[config.mk]
export PLATFORM = sky130hd
export DESIGN_NAME = rxbb_top
export DESIGN_NICKNAME = d
export VERILOG_FILES = /design/src/shared/rxbb_pkg.sv /design/src/shared/rxbb_level_if.sv /design/src/rtl/rxbb_peak_hold.sv /design/src/rtl/rxbb_strength_tx.sv /design/src/rtl/rxbb_top.sv
export SDC_FILE = /design/constraint.sdc
export NUM_CORES = 1
export LEC_CHECK = 0
export BUFFER_PORTS_ARGS = -buffer_cell sky130_fd_sc_hd__buf_2
export CAP_MARGIN = 15
export CORE_MARGIN = 2
export CORE_UTILIZATION = 55
export CTS_CLUSTER_DIAMETER = 100
export DETAILED_ROUTE_END_ITERATION = 10
export PLACE_DENSITY = 0.75
export SLEW_MARGIN = 40
export SYNTH_ARGS = -nofsm -noshare
export SYNTH_HDL_FRONTEND = slang
export SYNTH_HIERARCHICAL = 1
export SYNTH_SLANG_ARGS = --single-unit
[constraint.sdc]
create_clock -name clk_in -period 6.1 [get_ports clk_in]
set_clock_uncertainty 0.05 [all_clocks]
set_input_delay 1.22 -clock clk_in [delete_from_list [all_inputs] [get_ports clk_in]]
set_output_delay 1.22 -clock clk_in [all_outputs]
set_load 0.05 [all_outputs]
[src/shared/rxbb_pkg.sv]
// Constants, register map and types of the receiver baseband configuration block.
package rxbb_pkg;
    localparam int CLK_PERIOD_NS = 25;
    // Register offsets.
    localparam logic [7:0] OFS_DEMODULATOR_CONFIG = 8'h00;
    localparam logic [7:0] OFS_GAIN_LOOP_CONFIG = 8'h01;
    localparam logic [7:0] OFS_IF_AND_FILTER_SELECT = 8'h02;
    localparam logic [7:0] OFS_GAIN_ATTACK_LEVEL = 8'h03;
    localparam logic [7:0] OFS_SIGNAL_STRENGTH_VALUE = 8'h10;
    // Field positions.
    localparam int TCTRL_LSB = 0;
    localparam int FSK_LSB = 3;
    localparam int MODE_LSB = 0;
    localparam int MODE_EN_BIT = 1;
    localparam int REL_LSB = 2;
    localparam int TRIM_LSB = 6;
    localparam int IFSEL_BIT = 0;
    localparam int CHF_LSB = 1;
    localparam int MOD_BIT = 4;
    // Reset values.
    localparam logic [7:0] DEMODULATOR_CONFIG_RST = 8'h04;
    localparam logic [7:0] GAIN_RST = 8'h26;
    localparam logic [7:0] IFCHF_RST = 8'h00;
    localparam logic [7:0] ATTACK_RST = 8'hC0;
    localparam logic [3:0] REL_PAD = 4'h0;
    // Gain correction applied while the front end sits in low gain (0.5dB steps).
    localparam logic [7:0] GAIN_STEP = 8'h28;
    localparam logic [7:0] STRENGTH_MAX = 8'hFF;
    // Peak detector decay timing.
    localparam int STEP_BASE_NS = 1670;
    localparam logic [23:0] STEP_BASE_CYC = 24'(STEP_BASE_NS / CLK_PERIOD_NS);
    localparam int PRESET_ASK_NS = 428000;
    localparam int PRESET_ASK_CYC = PRESET_ASK_NS / CLK_PERIOD_NS;
    localparam int PRESET_FSK_NS = 53000;
    localparam logic [23:0] PRESET_FSK_CYC = 24'(PRESET_FSK_NS / CLK_PERIOD_NS);
    // Serial strength frame timing.
    localparam int BIT_NS = 20000;
    localparam logic [9:0] BIT_CYC = 10'(BIT_NS / CLK_PERIOD_NS);
    localparam logic [4:0] FRAME_LAST = 5'd19;
    localparam logic [9:0] IDLE_ONES = 10'h3FF;
    localparam logic [19:0] FRAME_IDLE = 20'hFFFFF;
    // Serial bus slave.
    localparam logic [6:0] DEV_ADDR = 7'h2A; // Arbitrary value.
    localparam logic [3:0] BYTE_BITS = 4'h8;
    typedef enum logic [2:0] {
        ST_IDLE = 3'h0,
        ST_ADDR = 3'h1,
        ST_ACK_A = 3'h3,
        ST_WR = 3'h2,
        ST_ACK_W = 3'h6,
        ST_RD = 3'h7,
        ST_ACK_R = 3'h5
    } rxbb_state_t;
endpackage

[src/shared/rxbb_level_if.sv]
// Carries the held strength level from the peak detector to its readers.
`timescale 1ns/100ps
`default_nettype none
interface rxbb_level_if;
    logic [7:0] level;
    modport pd (output level);
    modport ser (input level);
endinterface
`default_nettype wire

[src/rtl/rxbb_peak_hold.sv]
// Peak detector with stepwise decay on the corrected strength samples.
`timescale 1ns/100ps
`default_nettype none
module rxbb_peak_hold (
    input wire logic clk_in,
    input wire logic rst_b_in,
    input wire logic [7:0] sample_in,
    input wire logic [23:0] decay_cyc_in,
    rxbb_level_if.pd lvl
);
    logic [7:0] peak_reg;
    logic [23:0] tick_reg;

    always_ff @(posedge clk_in) begin
        if (!rst_b_in) begin
            peak_reg <= 8'h00;
            tick_reg <= 24'h000000;
        end else if (sample_in >= peak_reg) begin
            peak_reg <= sample_in;
            tick_reg <= 24'h000000;
        end else if (tick_reg >= decay_cyc_in - 24'h000001) begin
            peak_reg <= peak_reg - 8'h01;
            tick_reg <= 24'h000000;
        end else begin
            tick_reg <= tick_reg + 24'h000001;
        end
    end

    assign lvl.level = peak_reg;
endmodule
`default_nettype wire

[src/rtl/rxbb_strength_tx.sv]
// Serial sender of the strength frame on the strength pin.
`timescale 1ns/100ps
`default_nettype none
module rxbb_strength_tx (
    input wire logic clk_in,
    input wire logic rst_b_in,
    input wire logic enable_in,
    rxbb_level_if.ser lvl,
    output logic tx_out
);
    logic [19:0] frame_reg;
    logic [4:0] bit_reg;
    logic [9:0] div_reg;
    logic load;

    assign load = enable_in && (div_reg == rxbb_pkg::BIT_CYC - 10'h001)
        && (bit_reg == rxbb_pkg::FRAME_LAST);

    always_ff @(posedge clk_in) begin
        if (!rst_b_in || !enable_in) begin
            // Parked so that the first frame starts one cycle after enabling.
            frame_reg <= rxbb_pkg::FRAME_IDLE;
            bit_reg <= rxbb_pkg::FRAME_LAST;
            div_reg <= rxbb_pkg::BIT_CYC - 10'h001;
        end else if (div_reg == rxbb_pkg::BIT_CYC - 10'h001) begin
            div_reg <= 10'h000;
            if (load) begin
                bit_reg <= 5'h00;
                frame_reg <= {1'b0, lvl.level, ^lvl.level, rxbb_pkg::IDLE_ONES};
            end else begin
                bit_reg <= bit_reg + 5'h01;
                frame_reg <= {frame_reg[18:0], 1'b1};
            end
        end else begin
            div_reg <= div_reg + 10'h001;
        end
    end

    assign tx_out = frame_reg[19];
endmodule
`default_nettype wire

[src/rtl/rxbb_top.sv]
// Receiver baseband configuration registers, gain loop and strength reporting.
`timescale 1ns/100ps
`default_nettype none
// Behaviour
// - IF select bit picks 400kHz IF when 0, 200kHz IF when 1.
// - Filter code 0..4 sets bandwidth 340,120,52,24,12kHz, halved at 200kHz IF.
// - Modulation select bit gives ASK when 0 and FSK when 1.
// - FSK demodulator_config setting acts only in FSK mode; 28 deviation options overall.
// - Reset defaults give 400kHz IF, filter 0, FSK setting 0, 80kHz deviation.
// - Gain drops high to low when raw strength exceeds attack threshold.
// - Gain returns low to high when raw strength falls below release threshold.
// - Gain mode codes 0,1 disable switching; 2,3 enable; 2 after reset.
// - Strength register reads the peak-held gain-corrected value, 0.5dB per bit, uncalibrated.
// - Strength is a log envelope followed by a decaying peak detector.
// - Decay step is 1.67us times 2^N, N from summed codes minus one.
// - Preset mode fixes decay at 428us for ASK, 53us for FSK.
// - Preset mode sends strength serially on the strength pin at 50kbps.
// - Frame is 0, eight value bits MSB first, parity, ten ones.
// - Parity bit is the XOR of the eight value bits.
module rxbb_top #(
    parameter int PRESET_ASK_DECAY_CYC = rxbb_pkg::PRESET_ASK_CYC
) (
    input wire logic clk_in,
    input wire logic rst_b_in,
    input wire logic scl_in,
    input wire logic sda_in,
    output logic sda_out,
    output logic sda_oe_out,
    input wire logic [7:0] raw_strength_in,
    input wire logic preset_mode_in,
    output logic if_select_out,
    output logic [2:0] chan_filter_select_out,
    output logic modulation_select_out,
    output logic [2:0] demodulator_config_time_ctrl_out,
    output logic [2:0] fsk_demodulator_config_setting_out,
    output logic gain_low_out,
    output logic strength_pin_out
);
    rxbb_pkg::rxbb_state_t state_reg;
    logic scl_q_reg;
    logic sda_q_reg;
    logic [7:0] shift_reg;
    logic [7:0] tx_reg;
    logic [3:0] bit_reg;
    logic rw_reg;
    logic first_reg;
    logic nack_reg;
    logic [7:0] ptr_reg;
    logic wr_stb_reg;
    logic [7:0] wr_addr_reg;
    logic [7:0] wr_data_reg;
    logic sda_oe_reg;
    logic sda_drv_reg;
    logic [7:0] demodulator_config_cfg_reg;
    logic [7:0] gain_cfg_reg;
    logic [7:0] if_chf_reg;
    logic [7:0] attack_reg;
    logic gain_low_reg;
    logic [23:0] decay_cyc_reg;
    logic scl_rise;
    logic scl_fall;
    logic start_evt;
    logic stop_evt;
    logic [7:0] rd_data;
    logic [8:0] corr_sum;
    logic [7:0] corrected;
    logic [7:0] release_level;
    logic gain_enable;
    logic fsk_mode;
    logic [4:0] decay_sum;
    logic [4:0] decay_n;

    rxbb_level_if lvl_if ();

    assign scl_rise = scl_in && !scl_q_reg;
    assign scl_fall = !scl_in && scl_q_reg;
    assign start_evt = scl_in && scl_q_reg && sda_q_reg && !sda_in;
    assign stop_evt = scl_in && scl_q_reg && !sda_q_reg && sda_in;

    always_ff @(posedge clk_in) begin
        if (!rst_b_in) begin
            scl_q_reg <= 1'b1;
            sda_q_reg <= 1'b1;
        end else begin
            scl_q_reg <= scl_in;
            sda_q_reg <= sda_in;
        end
    end

    always_comb begin
        case (ptr_reg)
            rxbb_pkg::OFS_DEMODULATOR_CONFIG: rd_data = demodulator_config_cfg_reg;
            rxbb_pkg::OFS_GAIN_LOOP_CONFIG: rd_data = gain_cfg_reg;
            rxbb_pkg::OFS_IF_AND_FILTER_SELECT: rd_data = if_chf_reg;
            rxbb_pkg::OFS_GAIN_ATTACK_LEVEL: rd_data = attack_reg;
            rxbb_pkg::OFS_SIGNAL_STRENGTH_VALUE: rd_data = lvl_if.level;
            default: rd_data = 8'h00;
        endcase
    end

    // Serial slave: first written byte is the register pointer, then data with
    // auto-increment. Reads start from the pointer and also auto-increment.
    always_ff @(posedge clk_in) begin
        if (!rst_b_in) begin
            state_reg <= rxbb_pkg::ST_IDLE;
            shift_reg <= 8'h00;
            tx_reg <= 8'h00;
            bit_reg <= 4'h0;
            rw_reg <= 1'b0;
            first_reg <= 1'b1;
            nack_reg <= 1'b0;
            ptr_reg <= 8'h00;
            wr_stb_reg <= 1'b0;
            wr_addr_reg <= 8'h00;
            wr_data_reg <= 8'h00;
            sda_oe_reg <= 1'b0;
        end else begin
            wr_stb_reg <= 1'b0;
            if (start_evt) begin
                state_reg <= rxbb_pkg::ST_ADDR;
                bit_reg <= 4'h0;
                first_reg <= 1'b1;
                sda_oe_reg <= 1'b0;
            end else if (stop_evt) begin
                state_reg <= rxbb_pkg::ST_IDLE;
                sda_oe_reg <= 1'b0;
            end else begin
                case (state_reg)
                    rxbb_pkg::ST_ADDR, rxbb_pkg::ST_WR: begin
                        if (scl_rise) begin
                            shift_reg <= {shift_reg[6:0], sda_in};
                            bit_reg <= bit_reg + 4'h1;
                        end else if (scl_fall && bit_reg == rxbb_pkg::BYTE_BITS) begin
                            bit_reg <= 4'h0;
                            if (state_reg == rxbb_pkg::ST_ADDR) begin
                                if (shift_reg[7:1] == rxbb_pkg::DEV_ADDR) begin
                                    state_reg <= rxbb_pkg::ST_ACK_A;
                                    rw_reg <= shift_reg[0];
                                    sda_oe_reg <= 1'b1;
                                end else begin
                                    state_reg <= rxbb_pkg::ST_IDLE;
                                end
                            end else begin
                                state_reg <= rxbb_pkg::ST_ACK_W;
                                sda_oe_reg <= 1'b1;
                                if (first_reg) begin
                                    ptr_reg <= shift_reg;
                                    first_reg <= 1'b0;
                                end else begin
                                    wr_stb_reg <= 1'b1;
                                    wr_addr_reg <= ptr_reg;
                                    wr_data_reg <= shift_reg;
                                    ptr_reg <= ptr_reg + 8'h01;
                                end
                            end
                        end
                    end
                    rxbb_pkg::ST_ACK_A: begin
                        if (scl_fall) begin
                            if (rw_reg) begin
                                state_reg <= rxbb_pkg::ST_RD;
                                tx_reg <= rd_data;
                                sda_oe_reg <= !rd_data[7];
                                bit_reg <= 4'h1;
                            end else begin
                                state_reg <= rxbb_pkg::ST_WR;
                                sda_oe_reg <= 1'b0;
                            end
                        end
                    end
                    rxbb_pkg::ST_ACK_W: begin
                        if (scl_fall) begin
                            state_reg <= rxbb_pkg::ST_WR;
                            sda_oe_reg <= 1'b0;
                        end
                    end
                    rxbb_pkg::ST_RD: begin
                        if (scl_fall) begin
                            if (bit_reg == rxbb_pkg::BYTE_BITS) begin
                                state_reg <= rxbb_pkg::ST_ACK_R;
                                sda_oe_reg <= 1'b0;
                                ptr_reg <= ptr_reg + 8'h01;
                            end else begin
                                tx_reg <= {tx_reg[6:0], 1'b0};
                                sda_oe_reg <= !tx_reg[6];
                                bit_reg <= bit_reg + 4'h1;
                            end
                        end
                    end
                    rxbb_pkg::ST_ACK_R: begin
                        if (scl_rise) begin
                            nack_reg <= sda_in;
                        end else if (scl_fall) begin
                            if (nack_reg) begin
                                state_reg <= rxbb_pkg::ST_IDLE;
                            end else begin
                                state_reg <= rxbb_pkg::ST_RD;
                                tx_reg <= rd_data;
                                sda_oe_reg <= !rd_data[7];
                                bit_reg <= 4'h1;
                            end
                        end
                    end
                    default: begin
                        state_reg <= rxbb_pkg::ST_IDLE;
                    end
                endcase
            end
        end
    end

    // The data pin is open drain: it only ever pulls low.
    always_ff @(posedge clk_in) begin
        if (!rst_b_in) begin
            sda_drv_reg <= 1'b0;
        end else begin
            sda_drv_reg <= 1'b0;
        end
    end

    always_ff @(posedge clk_in) begin
        if (!rst_b_in) begin
            demodulator_config_cfg_reg <= rxbb_pkg::DEMODULATOR_CONFIG_RST;
            gain_cfg_reg <= rxbb_pkg::GAIN_RST;
            if_chf_reg <= rxbb_pkg::IFCHF_RST;
            attack_reg <= rxbb_pkg::ATTACK_RST;
        end else if (wr_stb_reg) begin
            case (wr_addr_reg)
                rxbb_pkg::OFS_DEMODULATOR_CONFIG: demodulator_config_cfg_reg <= wr_data_reg;
                rxbb_pkg::OFS_GAIN_LOOP_CONFIG: gain_cfg_reg <= wr_data_reg;
                rxbb_pkg::OFS_IF_AND_FILTER_SELECT: if_chf_reg <= wr_data_reg;
                rxbb_pkg::OFS_GAIN_ATTACK_LEVEL: attack_reg <= wr_data_reg;
                default: attack_reg <= attack_reg;
            endcase
        end
    end

    assign fsk_mode = if_chf_reg[rxbb_pkg::MOD_BIT];
    assign gain_enable = gain_cfg_reg[rxbb_pkg::MODE_LSB + rxbb_pkg::MODE_EN_BIT];
    assign release_level = {gain_cfg_reg[rxbb_pkg::REL_LSB +: 4], rxbb_pkg::REL_PAD};

    // Configuration driven to the analog front end and demodulator.
    always_ff @(posedge clk_in) begin
        if (!rst_b_in) begin
            if_select_out <= 1'b0;
            chan_filter_select_out <= 3'h0;
            modulation_select_out <= 1'b0;
            demodulator_config_time_ctrl_out <= 3'h0;
            fsk_demodulator_config_setting_out <= 3'h0;
        end else begin
            if_select_out <= if_chf_reg[rxbb_pkg::IFSEL_BIT];
            chan_filter_select_out <= if_chf_reg[rxbb_pkg::CHF_LSB +: 3];
            modulation_select_out <= fsk_mode;
            demodulator_config_time_ctrl_out <= demodulator_config_cfg_reg[rxbb_pkg::TCTRL_LSB +: 3];
            fsk_demodulator_config_setting_out <= fsk_mode ? demodulator_config_cfg_reg[rxbb_pkg::FSK_LSB +: 3] : 3'h0;
        end
    end

    always_ff @(posedge clk_in) begin
        if (!rst_b_in || !gain_enable) begin
            gain_low_reg <= 1'b0;
        end else if (!gain_low_reg && raw_strength_in > attack_reg) begin
            gain_low_reg <= 1'b1;
        end else if (gain_low_reg && raw_strength_in < release_level) begin
            gain_low_reg <= 1'b0;
        end
    end

    assign gain_low_out = gain_low_reg;

    assign corr_sum = {1'b0, raw_strength_in} + {1'b0, rxbb_pkg::GAIN_STEP};
    assign corrected = !gain_low_reg ? raw_strength_in :
        (corr_sum[8] ? rxbb_pkg::STRENGTH_MAX : corr_sum[7:0]);

    // Sum is wide enough for the largest codes, so the shift never overflows 24 bits.
    assign decay_sum = {4'h0, if_chf_reg[rxbb_pkg::IFSEL_BIT]}
        + {2'h0, if_chf_reg[rxbb_pkg::CHF_LSB +: 3]}
        + {2'h0, demodulator_config_cfg_reg[rxbb_pkg::TCTRL_LSB +: 3]}
        + {3'h0, gain_cfg_reg[rxbb_pkg::TRIM_LSB +: 2]};
    assign decay_n = (decay_sum == 5'h00) ? 5'h00 : decay_sum - 5'h01;

    always_ff @(posedge clk_in) begin
        if (!rst_b_in) begin
            decay_cyc_reg <= rxbb_pkg::STEP_BASE_CYC;
        end else if (preset_mode_in) begin
            decay_cyc_reg <= fsk_mode ? rxbb_pkg::PRESET_FSK_CYC : 24'(PRESET_ASK_DECAY_CYC);
        end else begin
            decay_cyc_reg <= rxbb_pkg::STEP_BASE_CYC << decay_n;
        end
    end

    rxbb_peak_hold u_peak (
        .clk_in(clk_in),
        .rst_b_in(rst_b_in),
        .sample_in(corrected),
        .decay_cyc_in(decay_cyc_reg),
        .lvl(lvl_if.pd)
    );

    rxbb_strength_tx u_tx (
        .clk_in(clk_in),
        .rst_b_in(rst_b_in),
        .enable_in(preset_mode_in),
        .lvl(lvl_if.ser),
        .tx_out(strength_pin_out)
    );

    assign sda_out = sda_drv_reg;
    assign sda_oe_out = sda_oe_reg;
endmodule
`default_nettype wire

==> results list, run 1 <==
* Result of the run: completed
- The final count of pins violating max slew came to 0.
* Pin count of the biggest net entering global routing: 71
* Via count of the routed design: 8157
- In this run, CTS created clock tree buffers numbering 17.
- From synthesis to final layout, the design area changed by 8.62%.
- The layout has 1595 filler cells.
- Max-cap violations in this run came to 0.
- Setup Slack @ Placement: 1.79 ns
- Pleak: 4.37 nW
- Setup repair after global routing left no endpoint under its margin.
- During placement, the flow inserted port buffers numbering 26.
- Of the total power, combinational logic draws 0.114.
* Via count of the first global-routing pass: 7594
- The register with the most flip-flops in the layout has 24 of them.
- The share of total power dissipated in sequential elements is 0.450.
* Async set-or-reset flop fraction in the synthesized netlist: 0
- HPWL after detailed placement: 15700 um
- The analysis attributes to net switching a power of 711 uW.
- Hold repair after CTS inserted 0 buffers.
* Die extent in x: 139 um
* Setup crit start kind: flop
- For this run, the top clock speed supported by timing is 0.256 GHz.
- The share of synthesized area in the top cell type comes to 0.354.
- In this run, synthesis inferred 0 flip-flops with an integrated enable.
- After detailed placement, the design holds a cell count of 1361.
- Ratio of final minimum period to clock period: 0.641
- Total non-filler cell area in the finished layout: 10900 sq um
- Data arrives at the worst endpoint at 4.21 ns.
- By count the netlist is led by dfxtp_1 (177), nor2_1 (89), nand2_1 (88), mux2i_1 (66), nor2b_1 (65).
- At the end of the flow the core is filled with cells to 0.608.
* Final nets: 1229
- Share of the yosys chip area belonging to registers: 0.354
- The region available for standard cell placement spans 17900 sq um.
* Initial antenna violation count: 0
- Among all flip-flop cells after synthesis, the most frequent one is dfxtp_1.
* Number of post-CTS setup repair buffers: 0
* Post-layout min period: 3.91 ns
- CP Max Fanout: 24
- The later pin in the worst-skew pair is clocked with a latency of 0.44 ns.
* Yosys synthesis warning count: 6
* First-pass GRT wire length: 37400 um
- Using the TritonRoute via totals, the vias-per-cell ratio works out to 5.86.
- Clk root buf: clkbuf_16
* Number of gates given a new drive strength after cts: 0
* Post-Route WL: 22100 um
- The setup path with the least slack is of type reg2reg.
* Capturing element type of the critical path: flop
- Global routing finished with a remaining overflow of 0.
- Gate Count Post-Synth: 1155
- For this configuration, the core starts out at a cell density of 0.560.
* Setup TNS: 0 ns
- The tightest min-delay check is of the reg2reg type.
- The repair_antennas step left the layout with diodes totalling 0.
- CTS tree: built
* Synthesized area divided by synthesized cell count: 8.68 sq um
- Total iterations of the first detailed-routing run: 6
- Residual antenna-violating net count after detailed routing: 0
- The synthesized design spends more area on one cell type than any other, namely dfxtp_1.
- Standard-cell rows: 49
* Proportion of total power due to net switching: 0.261
* Post-synthesis sequential element count: 177
- For this design the ratio of total power to cell area is 251 nW/um^2.
- Clock-pin slew was measured on the worst setup and hold paths at 0.07 ns.
* Final setup slack of the worst path: 2.19 ns
- The share of total power dissipated in the clock network is 0.436.
- Once placement finished, the instance area stood at 10200 sq um.
- At the end of routability-driven placement, the weighted congestion stood at 0.896.
* Post-route insts no fill: 1393
* Final number of hold-violating endpoints: 0
- Internal power comes to 2.02 mW.
- Peak VDD IR: 216 uV
- Counting every sink on the clock net gives 177.
- Setup violations remaining at the end of the flow were counted as 0.
* Share of cells above drive strength 1: 0.0739
- In the final routed layout, each cell accounts on average for 15.9 um.
- Headroom to the max-slew limit came out at 0.480.
- No sink is reached through more buffers than the 2 on the longest clock path.
* Count of different cell masters after synthesis: 86
- The die is 139 um tall.
- For this run, the total global-route usage over all layers was measured as 0.233.
- First DRT Iteration DRCs: 659
- Least-Margin Pin Slew: 0.778 ns
- Top Ports: 28
- Area of the mapped netlist: 10000 sq um
- STA puts the critical path data required time at 6.40 ns.
- The die covers 19300 sq um.
* Largest cells by area after synthesis: dfxtp_1 (35%), ha_1 (7.7%), mux2i_1 (6.6%)
- dfxtp_1 is the most common cell in the netlist.
- In the routed design, unresolved DRC markers number 0.
- The H-tree was split into 4 levels.
stage by stage:
step                      hold slack, ns  power [mW]
after floorplan                    0.374        1.49
after global placement             0.412        1.55
after detailed placement           0.424        1.56
after CTS                          0.433        2.74
after global routing               0.451        2.83
final                              0.426        2.73
routing by layer:
layer	global-route usage	part of all wire
met5	0	0
met4	0.0797	0.021
met2	0.381	0.47
met3	0.0414	0.048
met1	0.312	0.46
cell usage in the layout, fill, tap and decap left out, types with 6 or more instances in the layout:
| cell type | Yosys | layout |
|---|---|---|
| a21o_1 | 11 | 11 |
| nand4_1 | 18 | 18 |
| or4_1 | 6 | 6 |
| xor2_1 | 27 | 27 |
| a21oi_1 | 56 | 56 |
| a22oi_1 | 15 | 15 |
| or3_1 | 8 | 8 |
| o31ai_1 | 8 | 8 |
| dfxtp_1 | 177 | 177 |
| and2_1 | 22 | 22 |
| xnor2_1 | 39 | 39 |
| ha_1 | 62 | 62 |
| nor3_1 | 25 | 25 |
| inv_1 | 45 | 45 |
| mux2i_1 | 66 | 66 |
| o211ai_1 | 30 | 30 |
| a21boi_0 | 13 | 13 |
| nor2_1 | 89 | 89 |
| buf_2 | 15 | 25 |
| clkbuf_16 | 0 | 17 |
| a31oi_1 | 14 | 14 |
| nand2b_1 | 19 | 19 |
| o211a_1 | 7 | 7 |
| o21ai_0 | 38 | 38 |
| nand2_1 | 88 | 88 |
| nand3_1 | 48 | 47 |
| nor4_1 | 6 | 6 |
| nor2b_1 | 65 | 65 |
| and3_1 | 17 | 17 |
power groups by stage:
stage               combinational, mW  sequential [mW]  clock [mW]
finish                          0.311             1.23        1.19
CTS                             0.308             1.23        1.21
global placement                0.297             1.25           0
global route                    0.346             1.23        1.26
floorplan                       0.252             1.24           0
detailed placement              0.304             1.25           0
final cells by class:
class / instances / area (sq um) / area share
clock buffer: 18 / 439 / 0.0403
sequential: 177 / 3540 / 0.326
inverter: 45 / 169 / 0.0155
tap: 229 / 287 / 0.0263
multi-input combinational: 881 / 6090 / 0.559
timing repair buffer: 29 / 155 / 0.0143
clock inverter: 14 / 205 / 0.0189
kinds of logic after synthesis:
logic type,share of synthesized area
other cells,0.000374
mux,0.0682
buf+inv,0.0413
fa+ha+maj,0.0834
compound gates,0.153
xor+xnor,0.0599
flops,0.354
simple gates,0.240
worst max-delay path: stages (launching register included):
cell	delay, ns
dfxtp_1	0.32
or4_4	0.55
or3_4	0.41
nor2_1	0.11
nand2_1	0.09
nor4_2	0.19
xnor2_1	0.16
ha_1	0.27
a21oi_1	0.15
nand2_1	0.07
a21oi_1	0.17
and4_1	0.45
nand4_2	0.57
nor2_1	0.27
worst paths after layout:
kind | startpoint | endpoint | slack, ns | cells past startpoint
max | decay_cyc_reg[9]$_SDFF_PN0_ | u_peak/tick_reg[5]$_SDFF_PP0_ | 2.19 | 13
min | u_tx/frame_reg[19]$_SDFFE_PP1N_ | u_tx/frame_reg[19]$_SDFFE_PP1N_ | 0.43 | 2
max reg2reg | decay_cyc_reg[9]$_SDFF_PN0_ | u_peak/tick_reg[5]$_SDFF_PP0_ | 2.19 | 13
min reg2reg | u_tx/frame_reg[19]$_SDFFE_PP1N_ | u_tx/frame_reg[19]$_SDFFE_PP1N_ | 0.43 | 2
No activity file was read; power rests on OpenSTA's default activity.
==> run 2: changes to the inputs <==
- ABC_AREA: default -> 1
- clock period: 6.1 -> 4.1 ns (I/O delays scaled with it)
==> results list, run 2 <==
- Setup crit start kind: primary input
- Of the post-synthesis cell area, the dominant cell type holds 0.331.
- Setup violations remaining at the end of the flow were counted as 0.
- The top cell types in the final layout, fill and taps aside, are nand2_1 (353), inv_1 (215), nor2_1 (182), dfxtp_1 (177), a21oi_1 (98).
* First DRT Iteration DRCs: 664
* Slew Viols, Final: 0
- The biggest area contributor in the post-synthesis netlist is dfxtp_1.
- Hold repair after CTS inserted 0 buffers.
- Pleak: 5.36 nW
* Internal: 3.01 mW
- Static timing analysis puts the maximum clock frequency at 0.322 GHz.
- Type of the tightest min-delay check: reg2reg
* Total iterations of the first detailed-routing run: 8
- Ratio of final minimum period to clock period: 0.758
- The most common cell in the synthesized netlist is nand2_1.
- The synthesized netlist contains 53 unique library cells.
- Largest incremental delay on the critical path: 0.39 ns
- Final nets: 1646
* Count of clock tree sinks: 177
- Via count of the first global-routing pass: 8972
- Post-synthesis sequential element count: 177
* Total of max-cap violations: 0
- Slowest stage cell on the critical path: o21a_1
* Share of total power in combinational logic: 0.225
- Standard-cell rows: 50
- Pin placement for this block handled 28 I/O pins.
* Capturing element type of the critical path: flop
- Die span in y: 143 um
* Largest cells by area after synthesis: dfxtp_1 (33%), nand2_1 (12%), inv_1 (7.5%)
- Measured against its own limit, the worst slew margin works out to 0.529.
- First-pass GRT wire length: 41700 um
- Buffers on Ports: 26
* Share of the yosys chip area belonging to registers: 0.331
* Final number of hold-violating endpoints: 0
- In the synthesized netlist the dominant register cell turns out to be dfxtp_1.
* Share of power burned in the clock network: 0.350
* Yosys synthesis warning count: 6
- The floorplan step set the die width to 143 um.
* Async set-or-reset flop fraction in the synthesized netlist: 0
- Via count of the routed design: 9567
* RePlAce Congestion: 0.900
* Post-Route WL: 24900 um
- In this run the cell area of the synthesized design comes to 10700 sq um.
* Largest register FFs: 24
- For this design the ratio of total power to cell area is 389 nW/um^2.
- In the final layout, flip-flops and latches occupy 3540 sq um.
* Result of the run: completed
* Area enclosed by the die boundary: 20600 sq um
- Residual antenna-violating net count after detailed routing: 0
* Drt via density: 5.20
- Number of gates given a new drive strength after cts: 0
- The floorplan step defined a core boundary enclosing 18900 sq um.
- After filler insertion, the fill cell instance count of the layout stands at 1818.
* Family with the most delay on the worst path: simple AND/OR/NAND/NOR gates
* Gate Count Post-Synth: 1556
- Least-Margin Pin Slew: 0.706 ns
- Of the cells placed in the final design, the portion with a size suffix greater than 1 is 0.0968.
- The most critical setup path has its startpoint at raw_strength_in[3].
- CP required: 4.39 ns
- Setup repair after global routing left no endpoint under its margin.
- FF-to-FF Start: decay_cyc_reg[1]$_SDFF_PN1_
* Post-layout min period: 3.11 ns
- At the later pin of the worst-skew pair, clock insertion delay measures 0.44 ns.
* Clock transition time at the flip-flop clock pins of the worst setup and hold paths: 0.06 ns
- Traced cell by cell, the critical path runs through buf_2, ha_1, nor2_1, nor2_1, nand2_1, nand2_1, nand3_1, ha_1, a21oi_2, o21a_1, nand2_8, nor2_8, nand4_4, a21oi_1.
- Pin count of the biggest net entering global routing: 89
* R2R Path End: u_peak/tick_reg[23]$_SDFF_PP0_
* Gr ovfl total: 0
* Critical Path Sink: u_peak/tick_reg[23]$_SDFF_PP0_
- Start-to-end type of the worst setup path: in2reg
- Peak VDD IR: 299 uV
- Each instance of the synthesized netlist takes up on average 6.87 sq um.
- Total power: 4.48 mW
- Total buffers and inverters traversed by the critical path: 1
- Net Switching: 1.47 mW
* Most numerous cell types in the synthesized netlist: nand2_1 (353), inv_1 (215), nor2_1 (183), dfxtp_1 (177), a21oi_1 (98)
* Starting density of the core: 0.566
- Area growth syn-to-layout: 7.68%
- Setup TNS: 0 ns
* HPWL after detailed placement: 18600 um
* Total Routing Usage GR: 0.250
- Maximum level of the CTS H-tree: 4
- Proportion of total power due to net switching: 0.328
- Slack of the worst reg-to-reg path: 1.00 ns
* Largest buffer count on any clock path: 2
- Number of post-CTS setup repair buffers: 0
- Multi-input gate area: 6080 sq um
* Commonest non-fill, non-tap cell in the layout: nand2_1
- Wire per inst: 13.5 um
- Worst path depth: 14
* Count of flip-flops with a built-in enable after synthesis: 0
* Reg power frac: 0.425
- CP Max Fanout: 24
- The initial antenna violation count is 0.
- Number of buffers inserted during clock tree synthesis: 17
- TritonCTS built the clock tree.
* Arrival time worst endpoint: 3.39 ns
- The worst register-to-register path has a depth of 17.
- Clk root buf: clkbuf_16
- DRC violations left: 0
-- run 2: cell types whose count changed in the layout (fill, tap and decap cells not counted), moves of 28 or more --
cell	change
nand2_1	+265
inv_1	+170
nor2_1	+93
mux2i_1	-66
nor2b_1	-65
o21ai_0	+50
a21oi_1	+42
nand3_1	+40
xnor2_1	-28
-- run 2: metal layers --
| metal | wire [um] | global-route usage |
|---|---|---|
| met4 | 442 | 0.0764 |
| met5 | 0 | 0 |
| met3 | 977 | 0.0400 |
| met2 | 12400 | 0.451 |
| met1 | 11100 | 0.306 |
-- run 2: layout make-up --
cell class | instances | share of cell area
clock buffers | 21 | 0.0400
diodes | 1 | 0.000217
multi-input cells | 1117 | 0.528
clock inverters | 10 | 0.00891
well taps | 260 | 0.0283
inverters | 227 | 0.0740
flip-flops and latches | 177 | 0.308
repair buffers | 28 | 0.0129
-- run 2: logic make-up after synthesis --
logic type,share of synthesized area
AO/OA/AOI/OAI,0.127
XOR/XNOR,0.0352
other,0.000351
buffers and inverters,0.101
adder cells (fa/ha/maj),0.0782
AND/OR/NAND/NOR,0.327
flip-flops,0.331
-- run 2: worst min-delay path by stage --
stage,start,cells past startpoint,endpoint
after floorplan,u_peak/tick_reg[0]$_SDFF_PP0_,1,u_peak/tick_reg[0]$_SDFF_PP0_
after global placement,u_tx/frame_reg[14]$_SDFFE_PP1N_,2,u_tx/frame_reg[14]$_SDFFE_PP1N_
after detailed placement,u_tx/frame_reg[14]$_SDFFE_PP1N_,2,u_tx/frame_reg[14]$_SDFFE_PP1N_
after CTS,u_tx/frame_reg[11]$_SDFFE_PP1N_,2,u_tx/frame_reg[11]$_SDFFE_PP1N_
after global routing,u_tx/frame_reg[15]$_SDFFE_PP1N_,2,u_tx/frame_reg[15]$_SDFFE_PP1N_
final,u_tx/frame_reg[13]$_SDFFE_PP1N_,2,u_tx/frame_reg[13]$_SDFFE_PP1N_
-- run 2: through the flow --
stage,utilization,hold WS (ns),instance area (sq um),setup slack [ns],instances
after floorplan,-,0.380,10700,1.35,1557
after global placement,0.579,0.400,10900,0.674,1809
after detailed placement,0.579,0.403,10900,0.581,1809
after CTS,0.609,0.422,11500,0.965,1840
after global routing,0.609,0.434,11500,0.641,1840
final,0.609,0.421,11500,0.992,1841
-- run 2: worst min-delay path: stages, from the launching register on --
cell     delay, ns
dfxtp_1       0.33
a21oi_1       0.06
nand2_1       0.05
-- run 2: power groups by stage --
stage	combinational (mW)	clock, mW	sequential, mW
detailed placement	0.991	0	1.94
CTS	1.00	1.59	1.90
global route	1.15	1.65	1.91
finish	1.01	1.57	1.90
global placement	0.975	0	1.94
floorplan	0.848	0	1.90
==> run 3: changes to the inputs <==
- clock period: 4.1 -> 2.9 ns (I/O delays scaled with it)
==> results list, run 3 (same netlist as run 2, synthesis figures left out) <==
- The flow ran to the end, and the final reports show no timing, DRC or antenna violations.
- Capturing element type of the critical path: flop
* Clock insertion delay at the later pin of the skew report: 0.44 ns
- Count of clock tree sinks: 177
* Slack of the worst reg-to-reg path: 0.05 ns
* Clock transition time at the flip-flop clock pins of the worst setup and hold paths: 0.07 ns
* Worst r2r path cells: 14
* Final setup slack of the worst path: 0.0453 ns
* Setup Slack @ Placement: -0.139 ns
- Of the total power, the clock network draws 0.356.
- Largest buffer count on any clock path: 2
* Wire per inst: 14.2 um
* Area growth syn-to-layout: 14.3%
- The most critical setup path has its startpoint at demodulator_config_cfg_reg[0]$_SDFFE_PN0P_.
* Final number of hold-violating endpoints: 0
- Arrival time worst endpoint: 3.14 ns
* Commonest non-fill, non-tap cell in the layout: nand2_1
* WHS: 0.318 ns
- STA puts the critical path data required time at 3.19 ns.
- Setup repair after global routing missed its margin: true
- Of the total power, registers draw 0.394.
- Start-to-end type of the worst setup path: reg2reg
* Number of buffers inserted during clock tree synthesis: 17
- The critical path ends at decay_cyc_reg[16]$_SDFF_PP0_.
- The library cells used most frequently in the layout, excluding fill and tap cells, are nand2_1 (338), inv_1 (206), nor2_1 (168), dfxtp_1 (168), a21oi_1 (91).
- Most crowded layer after global routing: met2
* Peak VDD IR: 474 uV
- CTS tree: built
- The detailed router placed 9933 vias in this run.
* DRC violations left: 0
* Internal: 4.51 mW
- Share of total power in combinational logic: 0.250
- In the global route stage, met2 resource usage came out at 0.445.
* Die extent in x: 143 um
* Setup crit start kind: flop
- During placement, the flow inserted port buffers numbering 26.
* Starting density of the core: 0.566
* Least-Margin Pin Slew: 0.584 ns
- The clock period could shrink to 2.85 ns.
- The tree is rooted in a clkbuf_16.
- Type of the tightest min-delay check: in2reg
- Summed over all layers, the global routing overflow is 0.
* Hold buffers post-CTS: 0
- Standard-cell rows: 50
* HPWL after detailed placement: 18700 um
- The tool flagged a number of max-cap violations equal to 0.
* Peak clock frequency supported by timing: 0.350 GHz
* Maximum level of the CTS H-tree: 4
- After detailed routing, the number of vias per cell comes to 5.30.
* Ratio of final minimum period to clock period: 0.984
- Share of cells above drive strength 1: 0.157
- For met1 alone, demand over resource in global routing was 0.316.
- For this design the ratio of total power to cell area is 549 nW/um^2.
- The final layout contains routed wiring with a total length of 26500 um.
* Proportion of total power due to net switching: 0.328
- Via count of the first global-routing pass: 9119
* Relative slew slack: 0.609
- The net count of the finished layout is 1680.
* Total iterations of the first detailed-routing run: 5
- Slew Viols, Final: 0
* Pin count of the biggest net entering global routing: 90
* Antenna Diode Count: 0
- FF-to-FF Start: demodulator_config_cfg_reg[0]$_SDFFE_PN0P_
- CP Max Fanout: 5
- GR met3 Demand/Resource: 0.0427
- The core region is 18900 sq um.
- Total Routing Usage GR: 0.256
- The initial antenna violation count was 0.
- The die is 143 um tall.
* Area enclosed by the die boundary: 20600 sq um
* RePlAce Congestion: 0.898
- Summed over all nets, the switching power comes to 2.20 mW.
- The count of nets left with antenna violations once routing finished came out at 0.
* R2R Path End: decay_cyc_reg[16]$_SDFF_PP0_
- Largest register FFs: 24
- Top Ports: 28
- The analysis attributes to cell leakage a power of 5.59 nW.
- After the first detailed-routing iteration, the DRC count stood at 837.
* Count of final setup violators: 0
* First-pass GRT wire length: 42600 um
-- run 3: cell types whose count changed in the layout (fill, tap and decap cells not counted), moves of 5 or more --
cell | previous run | this run
buf_4 | 1 | 28
nor2_4 | 7 | 16
nor2_1 | 182 | 168
dfxtp_2 | 0 | 8
inv_1 | 215 | 206
nand2_1 | 353 | 338
ha_1 | 62 | 57
nor2_2 | 15 | 20
nand2_2 | 22 | 27
dfxtp_1 | 177 | 168
a21oi_2 | 14 | 20
a21oi_1 | 98 | 91
nand2_4 | 2 | 12
inv_2 | 11 | 16
-- run 3: worst min-delay path by stage --
stage / start / endpoint / cells after the start
floorplan: u_peak/tick_reg[0]$_SDFF_PP0_ / u_peak/tick_reg[0]$_SDFF_PP0_ / 1
global placement: u_peak/tick_reg[0]$_SDFF_PP0_ / u_peak/tick_reg[0]$_SDFF_PP0_ / 1
detailed placement: u_peak/tick_reg[0]$_SDFF_PP0_ / u_peak/tick_reg[0]$_SDFF_PP0_ / 1
CTS: scl_in / scl_q_reg$_SDFF_PN1_ / 2
global route: scl_in / scl_q_reg$_SDFF_PN1_ / 2
finish: scl_in / scl_q_reg$_SDFF_PN1_ / 2
-- run 3: per-stage QoR --
stage                     instance area, sq um  std cells  power, mW  setup TNS (ns)   util
after global placement                   11100       1828       4.17          -0.351  0.587
after CTS                                11800       1861       6.60        -0.00325  0.623
after floorplan                          10700       1557       3.88               0      -
final                                    12200       1875       6.71               0  0.647
after global routing                     12200       1875       7.06           -3.74  0.647
after detailed placement                 11100       1828       4.19           -2.59  0.587
-- run 3: layer usage --
metal | vias to the layer above | wire length [um]
met4 | 0 | 813
met3 | 61 | 1130
met2 | 246 | 12900
met1 | 4528 | 11700
li1 | 5098 | -
met5 | - | 0
-- run 3: power by group through the flow --
stage | logic, mW | registers [mW] | clock network, mW
5_1_grt | 1.88 | 2.65 | 2.52
6_report | 1.68 | 2.64 | 2.39
3_3_place_gp | 1.48 | 2.69 | 0
4_1_cts | 1.54 | 2.64 | 2.42
2_1_floorplan | 1.20 | 2.69 | 0
3_5_place_dp | 1.50 | 2.69 | 0
-- run 3: what timing repair did --
action                     in CTS  in global routing
gates cloned                    1                  4
setup endpoints to repair      38                 55
gates resized for setup        12                 95
setup buffers                   0                 10
pin swaps                       5                 43
-- run 3: final cells by class --
type | instances | area (sq um)
Clock buffer | 21 | 450
Clock inverter | 11 | 154
Fill cell | 1682 | 6670
Inverter | 227 | 865
Multi-Input combinational cell | 1122 | 6490
Sequential cell | 177 | 3560
Tap cell | 260 | 325
Timing Repair Buffer | 57 | 383
-- run 3: critical path, cell delays in order, from the launching register on --
cell and delay (ns):
dfxtp_2 0.33, fa_1 0.54, ha_2 0.19, fa_1 0.45, inv_2 0.11, ha_4 0.13, inv_2 0.04, a21oi_4 0.18
nand4_4 0.22, nand2_4 0.20, inv_4 0.06, nand2_4 0.07, nand2_2 0.06, nand2_1 0.06, inv_1 0.03
